## src/pkg/epb_regs.svh

```systemverilog
`ifndef EPB_REGS_SVH
`define EPB_REGS_SVH
// handshake delay in clocks
`define EPB_HS_DELAY 2
// extra interrogation latency, ns, and its clock count at 125 MHz (8 ns)
`define EPB_INTERRO_LAT_NS 1000
`define EPB_CLK_PERIOD_NS 8
`define EPB_INTERRO_LAT_CYC (`EPB_INTERRO_LAT_NS / `EPB_CLK_PERIOD_NS)
// coprocessor_run_select value meaning emulation only
`define EPB_RUNSEL_EMU_ONLY 1'b1
`endif
```

## src/pkg/epb_pkg.sv

```systemverilog
package epb_pkg;
  typedef enum logic [3:0] {
    EPB_T1 = 4'b0001,
    EPB_T2 = 4'b0010,
    EPB_T3 = 4'b0100,
    EPB_T4 = 4'b1000
  } epb_tstate_e;
  typedef struct packed {
    logic req;
    logic grant;
    logic rel;
  } epb_hs_s;
  typedef struct packed {
    logic is_read;
    logic is_write;
    logic is_intack;
    logic is_io;
    logic is_prog;
  } epb_cyc_s;
endpackage

```

## src/core/epb_probe_bus.sv

```systemverilog
// How it works
// - handshake pulses, and hold/hold_acknowledge, are delayed two clocks during emulation
// - coprocessor request/release reaches internal processor six clocks after the cable (three sync flops, filter flop, two delay stages)
// - coprocessor_run_select 1 allows coprocessor in emulation only
// - coprocessor running in interrogation sees up to 1 us extra latency
// - coprocessor requests ignored while probe is in reset state
// - run_select 1 in interrogation latches requests; cleared by coproc then probe reset
// - minimum configuration does not trace coprocessor bus activity
// - break during processor reset high is lost; only reinit clears that state
// - nmi in interrogation is latched, taken at emulation; reinit or hold clears
// - all-mapped mode drives cable outputs but ignores prototype read data
// - minimum configuration pulses direction high between program reads
// - back-to-back io cycles pulse memory_or_io_select high in T1 of the second cycle (set at the T4 edge, registered)
// - bus floats in T4 of read while read command, of interrupt acknowledge while asserted
// - write cycles keep the bus driven through T4
`timescale 1ns/1ns
`default_nettype none
`include "epb_regs.svh"
module epb_probe_bus #(
  parameter int LAT_CYC = `EPB_INTERRO_LAT_CYC
) (
  input wire logic i_core_clk,
  input wire logic i_arst_n,
  input wire logic i_emulating,
  input wire logic i_min_config,
  input wire logic i_coproc_run_select,
  input wire logic i_probe_reset,
  input wire logic i_coproc_reset,
  input wire logic i_unit_reinit,
  input wire logic i_unit_hold,
  input wire logic i_cpu_reset,
  input wire logic i_break_event,
  input wire logic i_nmi_pin,
  input wire epb_pkg::epb_hs_s i_cable_hs,
  input wire epb_pkg::epb_hs_s i_cpu_hs,
  input wire logic i_all_mapped,
  input wire logic [15:0] i_cpu_ad,
  input wire logic [15:0] i_cable_ad,
  input wire logic [15:0] i_emu_rdata,
  input wire logic i_cyc_start,
  input wire epb_pkg::epb_cyc_s i_cyc,
  input wire logic i_rd_cmd,
  input wire logic i_intack_cmd,
  output logic o_cpu_hs_req,
  output logic o_cpu_hs_rel,
  output epb_pkg::epb_hs_s o_cable_hs,
  output logic o_nmi_take,
  output logic o_break_take,
  output logic o_trace_coproc,
  output logic [15:0] o_cpu_rdata,
  output logic [15:0] o_ad_out,
  output logic o_ad_oe_n,
  output logic o_dir_xmit,
  output logic o_mem_io_sel
);
  // ----------------------------------------
  // pin synchronisers (3 flops, last two must agree)
  // ----------------------------------------
  logic [2:0] s_req_ff, s_rel_ff, s_nmi_ff, s_rst_ff;
  logic [2:0] nxt_s_req, nxt_s_rel, nxt_s_nmi, nxt_s_rst;
  logic req_q_ff, rel_q_ff, nmi_q_ff, rst_q_ff;
  logic nxt_req_q, nxt_rel_q, nxt_nmi_q, nxt_rst_q;

  function automatic logic filt(input logic [2:0] s, input logic prev);
    filt = (s[1] == s[2]) ? s[1] : prev;
  endfunction

  always_comb begin
    nxt_s_req = {s_req_ff[1:0], i_cable_hs.req};
    nxt_s_rel = {s_rel_ff[1:0], i_cable_hs.rel};
    nxt_s_nmi = {s_nmi_ff[1:0], i_nmi_pin};
    nxt_s_rst = {s_rst_ff[1:0], i_cpu_reset};
    nxt_req_q = filt(s_req_ff, req_q_ff);
    nxt_rel_q = filt(s_rel_ff, rel_q_ff);
    nxt_nmi_q = filt(s_nmi_ff, nmi_q_ff);
    nxt_rst_q = filt(s_rst_ff, rst_q_ff);
  end

  always_ff @(posedge i_core_clk or negedge i_arst_n) begin
    if (!i_arst_n) begin
      s_req_ff <= 3'h0;
      s_rel_ff <= 3'h0;
      s_nmi_ff <= 3'h0;
      s_rst_ff <= 3'h0;
      req_q_ff <= 1'b0;
      rel_q_ff <= 1'b0;
      nmi_q_ff <= 1'b0;
      rst_q_ff <= 1'b0;
    end else begin
      s_req_ff <= nxt_s_req;
      s_rel_ff <= nxt_s_rel;
      s_nmi_ff <= nxt_s_nmi;
      s_rst_ff <= nxt_s_rst;
      req_q_ff <= nxt_req_q;
      rel_q_ff <= nxt_rel_q;
      nmi_q_ff <= nxt_nmi_q;
      rst_q_ff <= nxt_rst_q;
    end
  end

  // ----------------------------------------
  // coprocessor gating and pending latch
  // ----------------------------------------
  logic run_ok, pend_ff, nxt_pend, creset_seen_ff, nxt_creset_seen;
  logic [15:0] lat_ff, nxt_lat;
  logic in_req, in_rel;

  always_comb begin
    run_ok = i_emulating || (i_coproc_run_select != `EPB_RUNSEL_EMU_ONLY);
    nxt_pend = pend_ff;
    nxt_creset_seen = creset_seen_ff;
    nxt_lat = lat_ff;
    if (!run_ok && req_q_ff && !i_probe_reset)
      nxt_pend = 1'b1;
    else if (run_ok && pend_ff)
      nxt_pend = 1'b0;
    if (i_probe_reset && creset_seen_ff) begin
      nxt_pend = 1'b0;
      nxt_creset_seen = 1'b0;
    end
    // a new coprocessor reset wins over the clear
    if (i_coproc_reset)
      nxt_creset_seen = 1'b1;
    // interrogation running adds a latency wait; once started it runs out even if the pulse ends
    if (!i_emulating && run_ok && (req_q_ff || lat_ff != 16'h0) && lat_ff < LAT_CYC[15:0])
      nxt_lat = lat_ff + 16'h1;
    else if (i_emulating || !req_q_ff)
      nxt_lat = 16'h0;
    in_req = !i_probe_reset && run_ok &&
             (i_emulating ? (req_q_ff || pend_ff) : (lat_ff == LAT_CYC[15:0]));
    in_rel = !i_probe_reset && run_ok && rel_q_ff;
  end

  always_ff @(posedge i_core_clk or negedge i_arst_n) begin
    if (!i_arst_n) begin
      pend_ff <= 1'b0;
      creset_seen_ff <= 1'b0;
      lat_ff <= 16'h0;
    end else begin
      pend_ff <= nxt_pend;
      creset_seen_ff <= nxt_creset_seen;
      lat_ff <= nxt_lat;
    end
  end

  // ----------------------------------------
  // two-stage handshake delay
  // ----------------------------------------
  logic [1:0] d_req_ff, d_rel_ff, nxt_d_req, nxt_d_rel;
  epb_pkg::epb_hs_s d_out0_ff, d_out1_ff, nxt_d_out0;

  always_comb begin
    nxt_d_req = {d_req_ff[0], in_req};
    nxt_d_rel = {d_rel_ff[0], in_rel};
    nxt_d_out0 = i_cpu_hs;
  end

  always_ff @(posedge i_core_clk or negedge i_arst_n) begin
    if (!i_arst_n) begin
      d_req_ff <= 2'h0;
      d_rel_ff <= 2'h0;
      d_out0_ff <= '0;
      d_out1_ff <= '0;
    end else begin
      d_req_ff <= nxt_d_req;
      d_rel_ff <= nxt_d_rel;
      d_out0_ff <= nxt_d_out0;
      d_out1_ff <= d_out0_ff;
    end
  end
  assign o_cpu_hs_req = d_req_ff[1];
  assign o_cpu_hs_rel = d_rel_ff[1];
  assign o_cable_hs = d_out1_ff;

  // ----------------------------------------
  // break loss and nmi latch
  // ----------------------------------------
  logic brk_lost_ff, nxt_brk_lost, nmi_pend_ff, nxt_nmi_pend, nmi_prev_ff;
  logic brk_take_ff, nxt_brk_take, nmi_take_ff, nxt_nmi_take;

  always_comb begin
    nxt_brk_lost = brk_lost_ff;
    if (i_break_event && rst_q_ff)
      nxt_brk_lost = 1'b1;
    else if (i_unit_reinit)
      nxt_brk_lost = 1'b0;
    nxt_brk_take = i_break_event && !rst_q_ff && !brk_lost_ff;
    nxt_nmi_pend = nmi_pend_ff;
    nxt_nmi_take = 1'b0;
    if (nmi_q_ff && !nmi_prev_ff && !i_emulating)
      nxt_nmi_pend = 1'b1;
    else if (i_unit_reinit || i_unit_hold)
      nxt_nmi_pend = 1'b0;
    else if (i_emulating && nmi_pend_ff) begin
      nxt_nmi_pend = 1'b0;
      nxt_nmi_take = 1'b1;
    end
    if (nmi_q_ff && !nmi_prev_ff && i_emulating)
      nxt_nmi_take = 1'b1;
  end

  always_ff @(posedge i_core_clk or negedge i_arst_n) begin
    if (!i_arst_n) begin
      brk_lost_ff <= 1'b0;
      nmi_pend_ff <= 1'b0;
      nmi_prev_ff <= 1'b0;
      brk_take_ff <= 1'b0;
      nmi_take_ff <= 1'b0;
    end else begin
      brk_lost_ff <= nxt_brk_lost;
      nmi_pend_ff <= nxt_nmi_pend;
      nmi_prev_ff <= nmi_q_ff;
      brk_take_ff <= nxt_brk_take;
      nmi_take_ff <= nxt_nmi_take;
    end
  end
  assign o_break_take = brk_take_ff;
  assign o_nmi_take = nmi_take_ff;

  // ----------------------------------------
  // bus cycle timing and float
  // ----------------------------------------
  epb_pkg::epb_tstate_e ts_ff, nxt_ts;
  epb_pkg::epb_cyc_s cyc_ff, nxt_cyc;
  logic prev_io_ff, prev_prog_ff, nxt_prev_io, nxt_prev_prog;
  logic oe_n_ff, dir_ff, mio_ff, trc_ff, nxt_oe_n, nxt_dir, nxt_mio;
  logic [15:0] ad_ff, rd_ff, nxt_rd;

  always_comb begin
    nxt_ts = ts_ff;
    nxt_cyc = cyc_ff;
    nxt_prev_io = prev_io_ff;
    nxt_prev_prog = prev_prog_ff;
    case (ts_ff)
      epb_pkg::EPB_T1: nxt_ts = epb_pkg::EPB_T2;
      epb_pkg::EPB_T2: nxt_ts = epb_pkg::EPB_T3;
      epb_pkg::EPB_T3: nxt_ts = epb_pkg::EPB_T4;
      epb_pkg::EPB_T4: begin
        if (i_cyc_start) begin
          nxt_ts = epb_pkg::EPB_T1;
          nxt_cyc = i_cyc;
          nxt_prev_io = cyc_ff.is_io;
          nxt_prev_prog = cyc_ff.is_prog && cyc_ff.is_read;
        end
      end
      default: nxt_ts = epb_pkg::EPB_T4;
    endcase
    nxt_oe_n = 1'b0;
    if (ts_ff == epb_pkg::EPB_T4 && !cyc_ff.is_write &&
        ((cyc_ff.is_read && i_rd_cmd) || (cyc_ff.is_intack && i_intack_cmd)))
      nxt_oe_n = 1'b1;
    else if (ts_ff != epb_pkg::EPB_T1 && ts_ff != epb_pkg::EPB_T4 && !cyc_ff.is_write &&
             (cyc_ff.is_read || cyc_ff.is_intack))
      nxt_oe_n = 1'b1;
    nxt_dir = cyc_ff.is_write;
    if (i_min_config && i_cyc_start && ts_ff == epb_pkg::EPB_T4 && cyc_ff.is_prog && i_cyc.is_prog)
      nxt_dir = 1'b1;
    nxt_mio = !cyc_ff.is_io;
    if (ts_ff == epb_pkg::EPB_T4 && cyc_ff.is_io && i_cyc_start && i_cyc.is_io)
      nxt_mio = 1'b1;
    nxt_rd = i_all_mapped ? i_emu_rdata : i_cable_ad;
  end

  always_ff @(posedge i_core_clk or negedge i_arst_n) begin
    if (!i_arst_n) begin
      ts_ff <= epb_pkg::EPB_T4;
      cyc_ff <= '0;
      prev_io_ff <= 1'b0;
      prev_prog_ff <= 1'b0;
      oe_n_ff <= 1'b1;
      dir_ff <= 1'b0;
      mio_ff <= 1'b1;
      ad_ff <= 16'h0;
      rd_ff <= 16'h0;
      trc_ff <= 1'b0;
    end else begin
      ts_ff <= nxt_ts;
      cyc_ff <= nxt_cyc;
      prev_io_ff <= nxt_prev_io;
      prev_prog_ff <= nxt_prev_prog;
      oe_n_ff <= nxt_oe_n;
      dir_ff <= nxt_dir;
      mio_ff <= nxt_mio;
      ad_ff <= i_cpu_ad;
      rd_ff <= nxt_rd;
      trc_ff <= !i_min_config && (in_req || in_rel);
    end
  end
  assign o_ad_out = ad_ff;
  assign o_ad_oe_n = oe_n_ff;
  assign o_dir_xmit = dir_ff;
  assign o_mem_io_sel = mio_ff;
  assign o_cpu_rdata = rd_ff;
  assign o_trace_coproc = trc_ff;

  // ----------------------------------------
  // checks
  // ----------------------------------------
  AST_OUT_DELAY: assert property (@(posedge i_core_clk) disable iff (!i_arst_n)
    ##2 o_cable_hs == $past(i_cpu_hs, 2)) else $error("outbound handshake not delayed two clocks");
  AST_IN_DELAY: assert property (@(posedge i_core_clk) disable iff (!i_arst_n)
    in_req |-> ##2 o_cpu_hs_req) else $error("inbound request not delayed two clocks");
  AST_RESET_IGNORE: assert property (@(posedge i_core_clk) disable iff (!i_arst_n)
    i_probe_reset |-> ##2 !o_cpu_hs_req) else $error("request passed during probe reset");
  AST_EMU_ONLY: assert property (@(posedge i_core_clk) disable iff (!i_arst_n)
    (!i_emulating && i_coproc_run_select) |-> !in_req) else $error("coprocessor ran in interrogation");
  AST_PEND: assert property (@(posedge i_core_clk) disable iff (!i_arst_n)
    (!run_ok && req_q_ff && !i_probe_reset) |=> pend_ff) else $error("pending request not latched");
  AST_NO_TRACE: assert property (@(posedge i_core_clk) disable iff (!i_arst_n)
    i_min_config |=> !o_trace_coproc) else $error("coprocessor traced in minimum config");
  AST_BRK_LOST: assert property (@(posedge i_core_clk) disable iff (!i_arst_n)
    (i_break_event && rst_q_ff) |=> ##1 !o_break_take) else $error("break taken during reset");
  AST_NMI_LATCH: assert property (@(posedge i_core_clk) disable iff (!i_arst_n)
    (nmi_q_ff && !nmi_prev_ff && !i_emulating) |=> nmi_pend_ff) else $error("nmi not latched");
  AST_WR_DRIVE: assert property (@(posedge i_core_clk) disable iff (!i_arst_n)
    (ts_ff == epb_pkg::EPB_T4 && cyc_ff.is_write) |=> !o_ad_oe_n) else $error("write bus floated");
endmodule
`default_nettype wire

```

## config.mk

```make
export PLATFORM = sky130hd
export DESIGN_NAME = epb_probe_bus
export DESIGN_NICKNAME = d
export VERILOG_FILES = /design/src/pkg/epb_pkg.sv /design/src/core/epb_probe_bus.sv
export VERILOG_INCLUDE_DIRS = /design/src /design/src/pkg
export SDC_FILE = /design/constraint.sdc
export NUM_CORES = 1
export LEC_CHECK = 0
export BUFFER_PORTS_ARGS = -buffer_cell sky130_fd_sc_hd__clkbuf_2
export CAP_MARGIN = 20
export CELL_PAD_IN_SITES_DETAIL_PLACEMENT = 1
export CELL_PAD_IN_SITES_GLOBAL_PLACEMENT = 1
export CORE_MARGIN = 4
export CORE_UTILIZATION = 42
export DETAILED_ROUTE_END_ITERATION = 6
export GPL_ROUTABILITY_DRIVEN = 1
export HOLD_SLACK_MARGIN = 0.06
export PLACE_DENSITY = 0.87
export SLEW_MARGIN = 10
export SYNTH_ARGS = -nofsm -noshare
export SYNTH_HDL_FRONTEND = slang
export SYNTH_SLANG_ARGS = --single-unit
export TNS_END_PERCENT = 100
```

## constraint.sdc

```tcl
create_clock -name i_core_clk -period 3.75 [get_ports i_core_clk]
set_clock_uncertainty 0.2 [all_clocks]
set_input_delay 0 -clock i_core_clk [delete_from_list [all_inputs] [get_ports i_core_clk]]
set_output_delay 0 -clock i_core_clk [all_outputs]
set_load 0.05 [all_outputs]
```

==> flow_summary.toml, run 1 <==
[run_status]
status = "finished clean"

[setup_path]
critical_path_class = "reg -> reg"
worstReg2RegEnd = "cyc_ff[3]$_DFFE_PN0P_"
worstPathMaxFanout = 8
timing.critical_path.from_type = "register"
worst_setup_path_end_kind = "register"
startpoint = "ts_ff[3]$_DFFE_PN1P_"
timing.rr.start = "ts_ff[3]$_DFFE_PN1P_"
cp.required_ns = 3.81
reg2reg_slack_ns = 1.13
cp_data_arrival_time_ns = 2.68
worstRegToRegCells = 4

[clock_tree]
cts_made_buffers = 9
postCtsHoldBufs = 83
clock_tree_from_tritoncts = "done"
cts_repair_resize_count = 0
cts_root_buf = "sky130_fd_sc_hd__clkbuf_8"
cts_num_sinks = 94
buffers_from_clock_root_to_sink_at_most = 2
clkTransAtPathRegs_ns = 0.11
worstSkewPairLatency_ns = 0.38
postCtsSetupBuffers = 0
htree_num_levels = 3

[timing]
transition_time_at_the_pin_with_the_least_slew_margin_ns = 0.835
slew-limit-headroom = 0.443
setup_viol = 0
fmax_ghz = 0.382
report.final.slew_viol_count = 0
min_period_ns = 2.62
rsz_0062_raised_after_global_routing = "false"
final_total_negative_setup_slack_ns = 0
layout_worst_path_cycle_share = 0.698
hold_viol_final = 0

[synthesis]
netlist.area_leader.share = 0.683
yosysWarningCount = 0
synth_seq_area_share = 0.707
synth_ff_type = "sky130_fd_sc_hd__dfrtp_1"
post_syn_nets = 304
post_synth_main_area_contributors = "sky130_fd_sc_hd__dfrtp_1 68%, sky130_fd_sc_hd__mux2_2 6.8%, sky130_fd_sc_hd__dfstp_2 2.4%"
post-synth-top-area-cell = "sky130_fd_sc_hd__dfrtp_1"
syn-mean-instance-area_um2 = 14.8
synth_async_sr_flop_share = 1.00
post_synth_instance_area_mm2 = 0.00333
yosysUniqueCellTypes = 44
postSynthRegisterBits = 94
synth_enable_flop_cells = 0
synth_cells = 225

[finish]
antenna_cells_inserted = 0
final_layout_size_suffix_gt1_frac = 0.376
area_delta_synth_final_pct = 51.1
leading_cell_types_in_the_layout_fill_and_taps_excluded = "115 x sky130_fd_sc_hd__clkbuf_2, 91 x sky130_fd_sc_hd__dfrtp_1, 84 x sky130_fd_sc_hd__dlygate4sd3_1"
most_common_library_cell_in_the_layout_ignoring_fill_and_taps = "sky130_fd_sc_hd__clkbuf_2"
fill_cells = 776
area.sequential_mm2 = 0.00236
final_net_count = 511
multi_input_gate_area_um2 = 915

[power]
power_frac_clock = 0.259
total_leakage_power_nw = 2.41
power-per-cell-area_mw_per_mm2 = 490
switching_share = 0.343
power.ir.vdd_worst_uv = 253
comb_power_share = 0.249
pwr-share-seq = 0.492
design_power_total_mw = 2.47
power.net_switching_mw = 0.847
internal-power_mw = 1.62

[drt]
number_of_iterations_in_the_first_detailed_routing_pass = 4
post_drt_wl_per_cell_um = 24.9
detail_route.vias_per_cell = 5.28
vias = 2843
dr.first_iter.drc_count = 214
detail_route.drc_violations = 0
wl_um = 13400
postRouteAntennaNets = 0

[floorplan]
fp.coreArea_mm2 = 0.00773
placementRows = 32
die_height_um = 97.1
initial_utilization = 0.431
num_io_pins = 118
die_footprint_mm2 = 0.00942
die-width_um = 97.1

[global_route]
grt_start_max_net_pins = 95
overflow = 0
first_global_vias = 3241
grt_antenna_before_repair = 0
grt_first_pass_wirelength_um = 19500
grt.total_usage = 0.274

[place]
dpl.hpwl_um = 5810
place_congestion = 0.815
numPortBuffers = 116

[worst_hold_path]
min-delay-start = "i_cpu_hs[2]"
holdPathStages = 2
min-delay-path-class = "in -> reg"
hold-path-endpoint = "d_out0_ff[2]$_DFF_PN0_"

[job]
drv.max_cap_violation_count = 0
worst max-delay path, stage by stage, from the launching register on:
cell	delay (ns)
sky130_fd_sc_hd__dfstp_2	0.61
sky130_fd_sc_hd__nand3b_1	0.15
sky130_fd_sc_hd__nor3_2	0.55
sky130_fd_sc_hd__mux2_2	0.42
sky130_fd_sc_hd__dlygate4sd3_1	0.58
logic make-up (layout without fill, tap and decap cells):
family	Yosys count	count (layout)	synth area share
buffers and inverters	14	225	0.0184
AO/OA/AOI/OAI	21	21	0.0597
flip-flops	94	94	0.707
multiplexers	22	22	0.0736
XOR/XNOR	2	2	0.00526
adder cells (fa/ha/maj)	8	8	0.0270
AND/OR/NAND/NOR	64	64	0.109
cell usage after synthesis, types with 2 or more instances:
cell type,count
sky130_fd_sc_hd__mux2_2,20
sky130_fd_sc_hd__dfrtp_1,91
sky130_fd_sc_hd__nor3_1,2
sky130_fd_sc_hd__o221ai_2,4
sky130_fd_sc_hd__o21a_1,2
sky130_fd_sc_hd__ha_1,4
sky130_fd_sc_hd__nor4_1,4
sky130_fd_sc_hd__nand2_1,11
sky130_fd_sc_hd__maj3_1,4
sky130_fd_sc_hd__and2_1,10
sky130_fd_sc_hd__dfstp_2,3
sky130_fd_sc_hd__mux2i_1,2
sky130_fd_sc_hd__nand4_1,5
sky130_fd_sc_hd__a22oi_1,2
sky130_fd_sc_hd__nand3_1,4
sky130_fd_sc_hd__nor3b_1,4
sky130_fd_sc_hd__nor2_1,9
sky130_fd_sc_hd__inv_1,9
sky130_fd_sc_hd__nor2b_1,6
sky130_fd_sc_hd__o21ai_0,4
sky130_fd_sc_hd__xnor2_1,2
registers in the layout, summed over array words and instances, names as in the netlist, 2 cells and up:
name         flops
o_cpu_rdata     16
cyc_ff           5
s_req_ff         3
d_out0_ff        3
d_req_ff         2
o_ad_out        16
s_rst_ff         3
ts_ff            4
s_nmi_ff         3
s_rel_ff         3
o_cable_hs       3
d_rel_ff         2
lat_ff          16
routing by layer:
metal  GRT usage  routed length (um)
met5           0                   0
met4      0.0896                 387
met3      0.0883                1170
met2       0.465                6850
met1       0.330                4990
final cells by class:
type,instances,area share
timing repair buffer,200,0.284
inverter,10,0.00746
multi-input combinational,117,0.182
tap,102,0.0254
clock buffer,9,0.0246
sequential,94,0.468
clock inverter,6,0.00920
power groups by stage:
stage / Combinational (mW) / Sequential, mW / Clock, mW
final: 0.614 / 1.21 / 0.639
after global routing: 0.643 / 1.22 / 0.694
after CTS: 0.553 / 1.19 / 0.626
after detailed placement: 0.429 / 1.21 / 0
after global placement: 0.412 / 1.19 / 0
after floorplan: 0.138 / 1.34 / 0
worst max-delay path by stage:
stage               slack (ns)  cells past startpoint               endpoint
floorplan                 1.84                      6  lat_ff[2]$_DFFE_PN0P_
global placement          1.78                      4  lat_ff[7]$_DFFE_PN0P_
detailed placement        1.68                      4  lat_ff[7]$_DFFE_PN0P_
CTS                       1.32                      4  cyc_ff[3]$_DFFE_PN0P_
global route              1.10                      4  cyc_ff[3]$_DFFE_PN0P_
finish                    1.13                      4  cyc_ff[3]$_DFFE_PN0P_
through the flow:
step / utilization / hold WS [ns] / instance area, um^2 / setup WS, ns / instances
6_report: 0.651 / 0.0743 / 5030 / 1.13 / 538
5_1_grt: 0.651 / 0.0690 / 5030 / 1.10 / 538
4_1_cts: 0.650 / 0.0614 / 5020 / 1.32 / 537
3_5_place_dp: 0.520 / -0.0899 / 4020 / 1.68 / 439
3_3_place_gp: 0.520 / -0.0912 / 4020 / 1.78 / 439
2_1_floorplan: - / -0.496 / 3330 / 1.84 / 225
Power figures use the tool's default switching activity.
==> run 2, diff against run 1 <==
--- a/config.mk
+++ b/config.mk
@@ -11,11 +11,11 @@
 export CELL_PAD_IN_SITES_DETAIL_PLACEMENT = 1
 export CELL_PAD_IN_SITES_GLOBAL_PLACEMENT = 1
 export CORE_MARGIN = 4
-export CORE_UTILIZATION = 42
+export CORE_UTILIZATION = 39
 export DETAILED_ROUTE_END_ITERATION = 6
 export GPL_ROUTABILITY_DRIVEN = 1
 export HOLD_SLACK_MARGIN = 0.06
-export PLACE_DENSITY = 0.87
+export PLACE_DENSITY = 0.82
 export SLEW_MARGIN = 10
 export SYNTH_ARGS = -nofsm -noshare
 export SYNTH_HDL_FRONTEND = slang
==> constraint.sdc (replaced) <==
create_clock -name i_core_clk -period 2.45 [get_ports i_core_clk]
set_clock_uncertainty 0.2 [all_clocks]
set_input_delay 0 -clock i_core_clk [delete_from_list [all_inputs] [get_ports i_core_clk]]
set_output_delay 0 -clock i_core_clk [all_outputs]
set_load 0.05 [all_outputs]
==> run 2 against run 1 <==
Sequential share of layout area down 0.83 points; critical path type unchanged; global-route usage down 1.2 points; sequential cell count unchanged; hold slack worse by 0.0054 ns; first-iteration DRC count down 23%; largest cell class unchanged; worst setup slack worse by 1.1 ns; largest power group unchanged.
==> flow_summary.toml, run 2 (synthesized netlist as in run 1, its figures left out) <==
[run_status]
status = "finished clean"

[drt]
detail_route.drc_violations = 0
detail_route.vias_per_cell = 5.02
number_of_iterations_in_the_first_detailed_routing_pass = 4
vias = 2729
dr.first_iter.drc_count = 165
wl_um = 12200
postRouteAntennaNets = 0
post_drt_wl_per_cell_um = 22.5

[floorplan]
die_footprint_mm2 = 0.0101
placementRows = 33
fp.coreArea_mm2 = 0.00826
die_height_um = 100
initial_utilization = 0.403
die-width_um = 100
num_io_pins = 118

[power]
pwr-share-seq = 0.463
power_frac_clock = 0.299
internal-power_mw = 2.71
total_leakage_power_nw = 2.46
power-per-cell-area_mw_per_mm2 = 774
power.ir.vdd_worst_uv = 370
comb_power_share = 0.238
design_power_total_mw = 3.97
power.net_switching_mw = 1.26
switching_share = 0.318

[timing]
slew-limit-headroom = 0.725
layout_worst_path_cycle_share = 0.970
min_period_ns = 2.38
setup_slack_ns = 0.0740
transition_time_at_the_pin_with_the_least_slew_margin_ns = 0.412
setup_viol = 0
report.final.slew_viol_count = 0
fmax_ghz = 0.421
rsz_0062_raised_after_global_routing = "false"
final_total_negative_setup_slack_ns = 0
hold_viol_final = 0

[setup_path]
worstReg2RegEnd = "cyc_ff[2]$_DFFE_PN0P_"
worst_setup_path_end_kind = "register"
worstPathMaxFanout = 6
timing.rr.start = "ts_ff[0]$_DFFE_PN0P_"
worstRegToRegCells = 4
reg2reg_slack_ns = 0.07
cp.required_ns = 2.49
timing.critical_path.from_type = "register"
critical_path_class = "reg -> reg"
cp_data_arrival_time_ns = 2.42

[global_route]
grt.total_usage = 0.262
grt_start_max_net_pins = 54
overflow = 0
grt_antenna_before_repair = 0
first_global_vias = 3279
grt_first_pass_wirelength_um = 19600

[finish]
antenna_cells_inserted = 0
area_delta_synth_final_pct = 53.8
most_common_library_cell_in_the_layout_ignoring_fill_and_taps = "sky130_fd_sc_hd__clkbuf_2"
final_net_count = 514
area.sequential_mm2 = 0.00236
leading_cell_types_in_the_layout_fill_and_taps_excluded = "115 x sky130_fd_sc_hd__clkbuf_2, 91 x sky130_fd_sc_hd__dfrtp_1, 80 x sky130_fd_sc_hd__dlygate4sd3_1"
fill_cells = 845
layout.cell_area.non_filler_mm2 = 0.00512
final_layout_size_suffix_gt1_frac = 0.390
multi_input_gate_area_um2 = 921

[worst_hold_path]
min-delay-start = "i_cpu_ad[8]"
hold-path-endpoint = "o_ad_out[8]$_DFF_PN0_"
min-delay-path-class = "in -> reg"
holdPathStages = 2

[clock_tree]
cts_root_buf = "sky130_fd_sc_hd__clkbuf_8"
cts_num_sinks = 94
worstSkewPairLatency_ns = 0.36
cts_made_buffers = 9
clkTransAtPathRegs_ns = 0.11
htree_num_levels = 3
buffers_from_clock_root_to_sink_at_most = 2
clock_tree_from_tritoncts = "done"

[place]
place_congestion = 0.822
dpl.hpwl_um = 5940
preCtsSetupSlack_ns = 0.419
numPortBuffers = 116
detailed_place.area_mm2 = 0.00405

[job]
drv.max_cap_violation_count = 0
run 2: area by class of cell:
cell class                      count  area share
Clock inverter                      6      0.0183
Inverter                           10     0.00732
Clock buffer                        9      0.0242
Tap cell                          105      0.0256
Sequential cell                    94       0.460
Timing Repair Buffer              203       0.285
Multi-Input combinational cell    117       0.180
run 2: critical path: stages (launching register included):
cell and delay [ns]:
sky130_fd_sc_hd__dfrtp_1 0.47, sky130_fd_sc_hd__nand3b_1 0.26, sky130_fd_sc_hd__nor3_4 0.35, sky130_fd_sc_hd__mux2_2 0.39, sky130_fd_sc_hd__dlygate4sd3_1 0.59
run 2: what timing repair did:
item / in CTS / in global routing
hold buffers: 81 / 0
buffers inserted: 0 / 4
gates resized for setup: 0 / 1
hold endpoints to repair: 156 / 0
endpoints found under the setup margin: 0 / 4
run 2: worst max-delay path by stage:
stage	startpoint	endpoint	cells after the start
2_1_floorplan	lat_ff[0]$_DFFE_PN0P_	lat_ff[2]$_DFFE_PN0P_	6
4_1_cts	ts_ff[3]$_DFFE_PN1P_	cyc_ff[4]$_DFFE_PN0P_	4
3_5_place_dp	lat_ff[0]$_DFFE_PN0P_	lat_ff[4]$_DFFE_PN0P_	5
6_report	ts_ff[0]$_DFFE_PN0P_	cyc_ff[2]$_DFFE_PN0P_	4
5_1_grt	ts_ff[0]$_DFFE_PN0P_	cyc_ff[2]$_DFFE_PN0P_	4
3_3_place_gp	lat_ff[0]$_DFFE_PN0P_	lat_ff[5]$_DFFE_PN0P_	5
run 2: power by group through the flow:
stage | registers [mW] | clock network (mW) | logic, mW
after floorplan | 2.06 | 0 | 0.212
after global placement | 1.83 | 0 | 0.641
after detailed placement | 1.84 | 0 | 0.660
after CTS | 1.81 | 1.17 | 0.824
after global routing | 1.85 | 1.27 | 0.995
final | 1.84 | 1.19 | 0.943
run 2: metrics by stage:
| stage | util | hold WS (ns) | cells |
|---|---|---|---|
| 6_report | 0.621 | 0.0689 | 544 |
| 5_1_grt | 0.621 | 0.0620 | 544 |
| 4_1_cts | 0.616 | 0.0674 | 540 |
| 3_5_place_dp | 0.490 | -0.170 | 444 |
| 3_3_place_gp | 0.490 | -0.178 | 444 |
| 2_1_floorplan | - | -0.496 | 225 |
run 2: per-layer routing:
layer  track usage  wire (um)  vias up
met3        0.0570        652       16
met4        0.0788        215        0
met1         0.331       5080     1408
met5             0          0        -
met2         0.452       6290      121
li1              -          -     1184
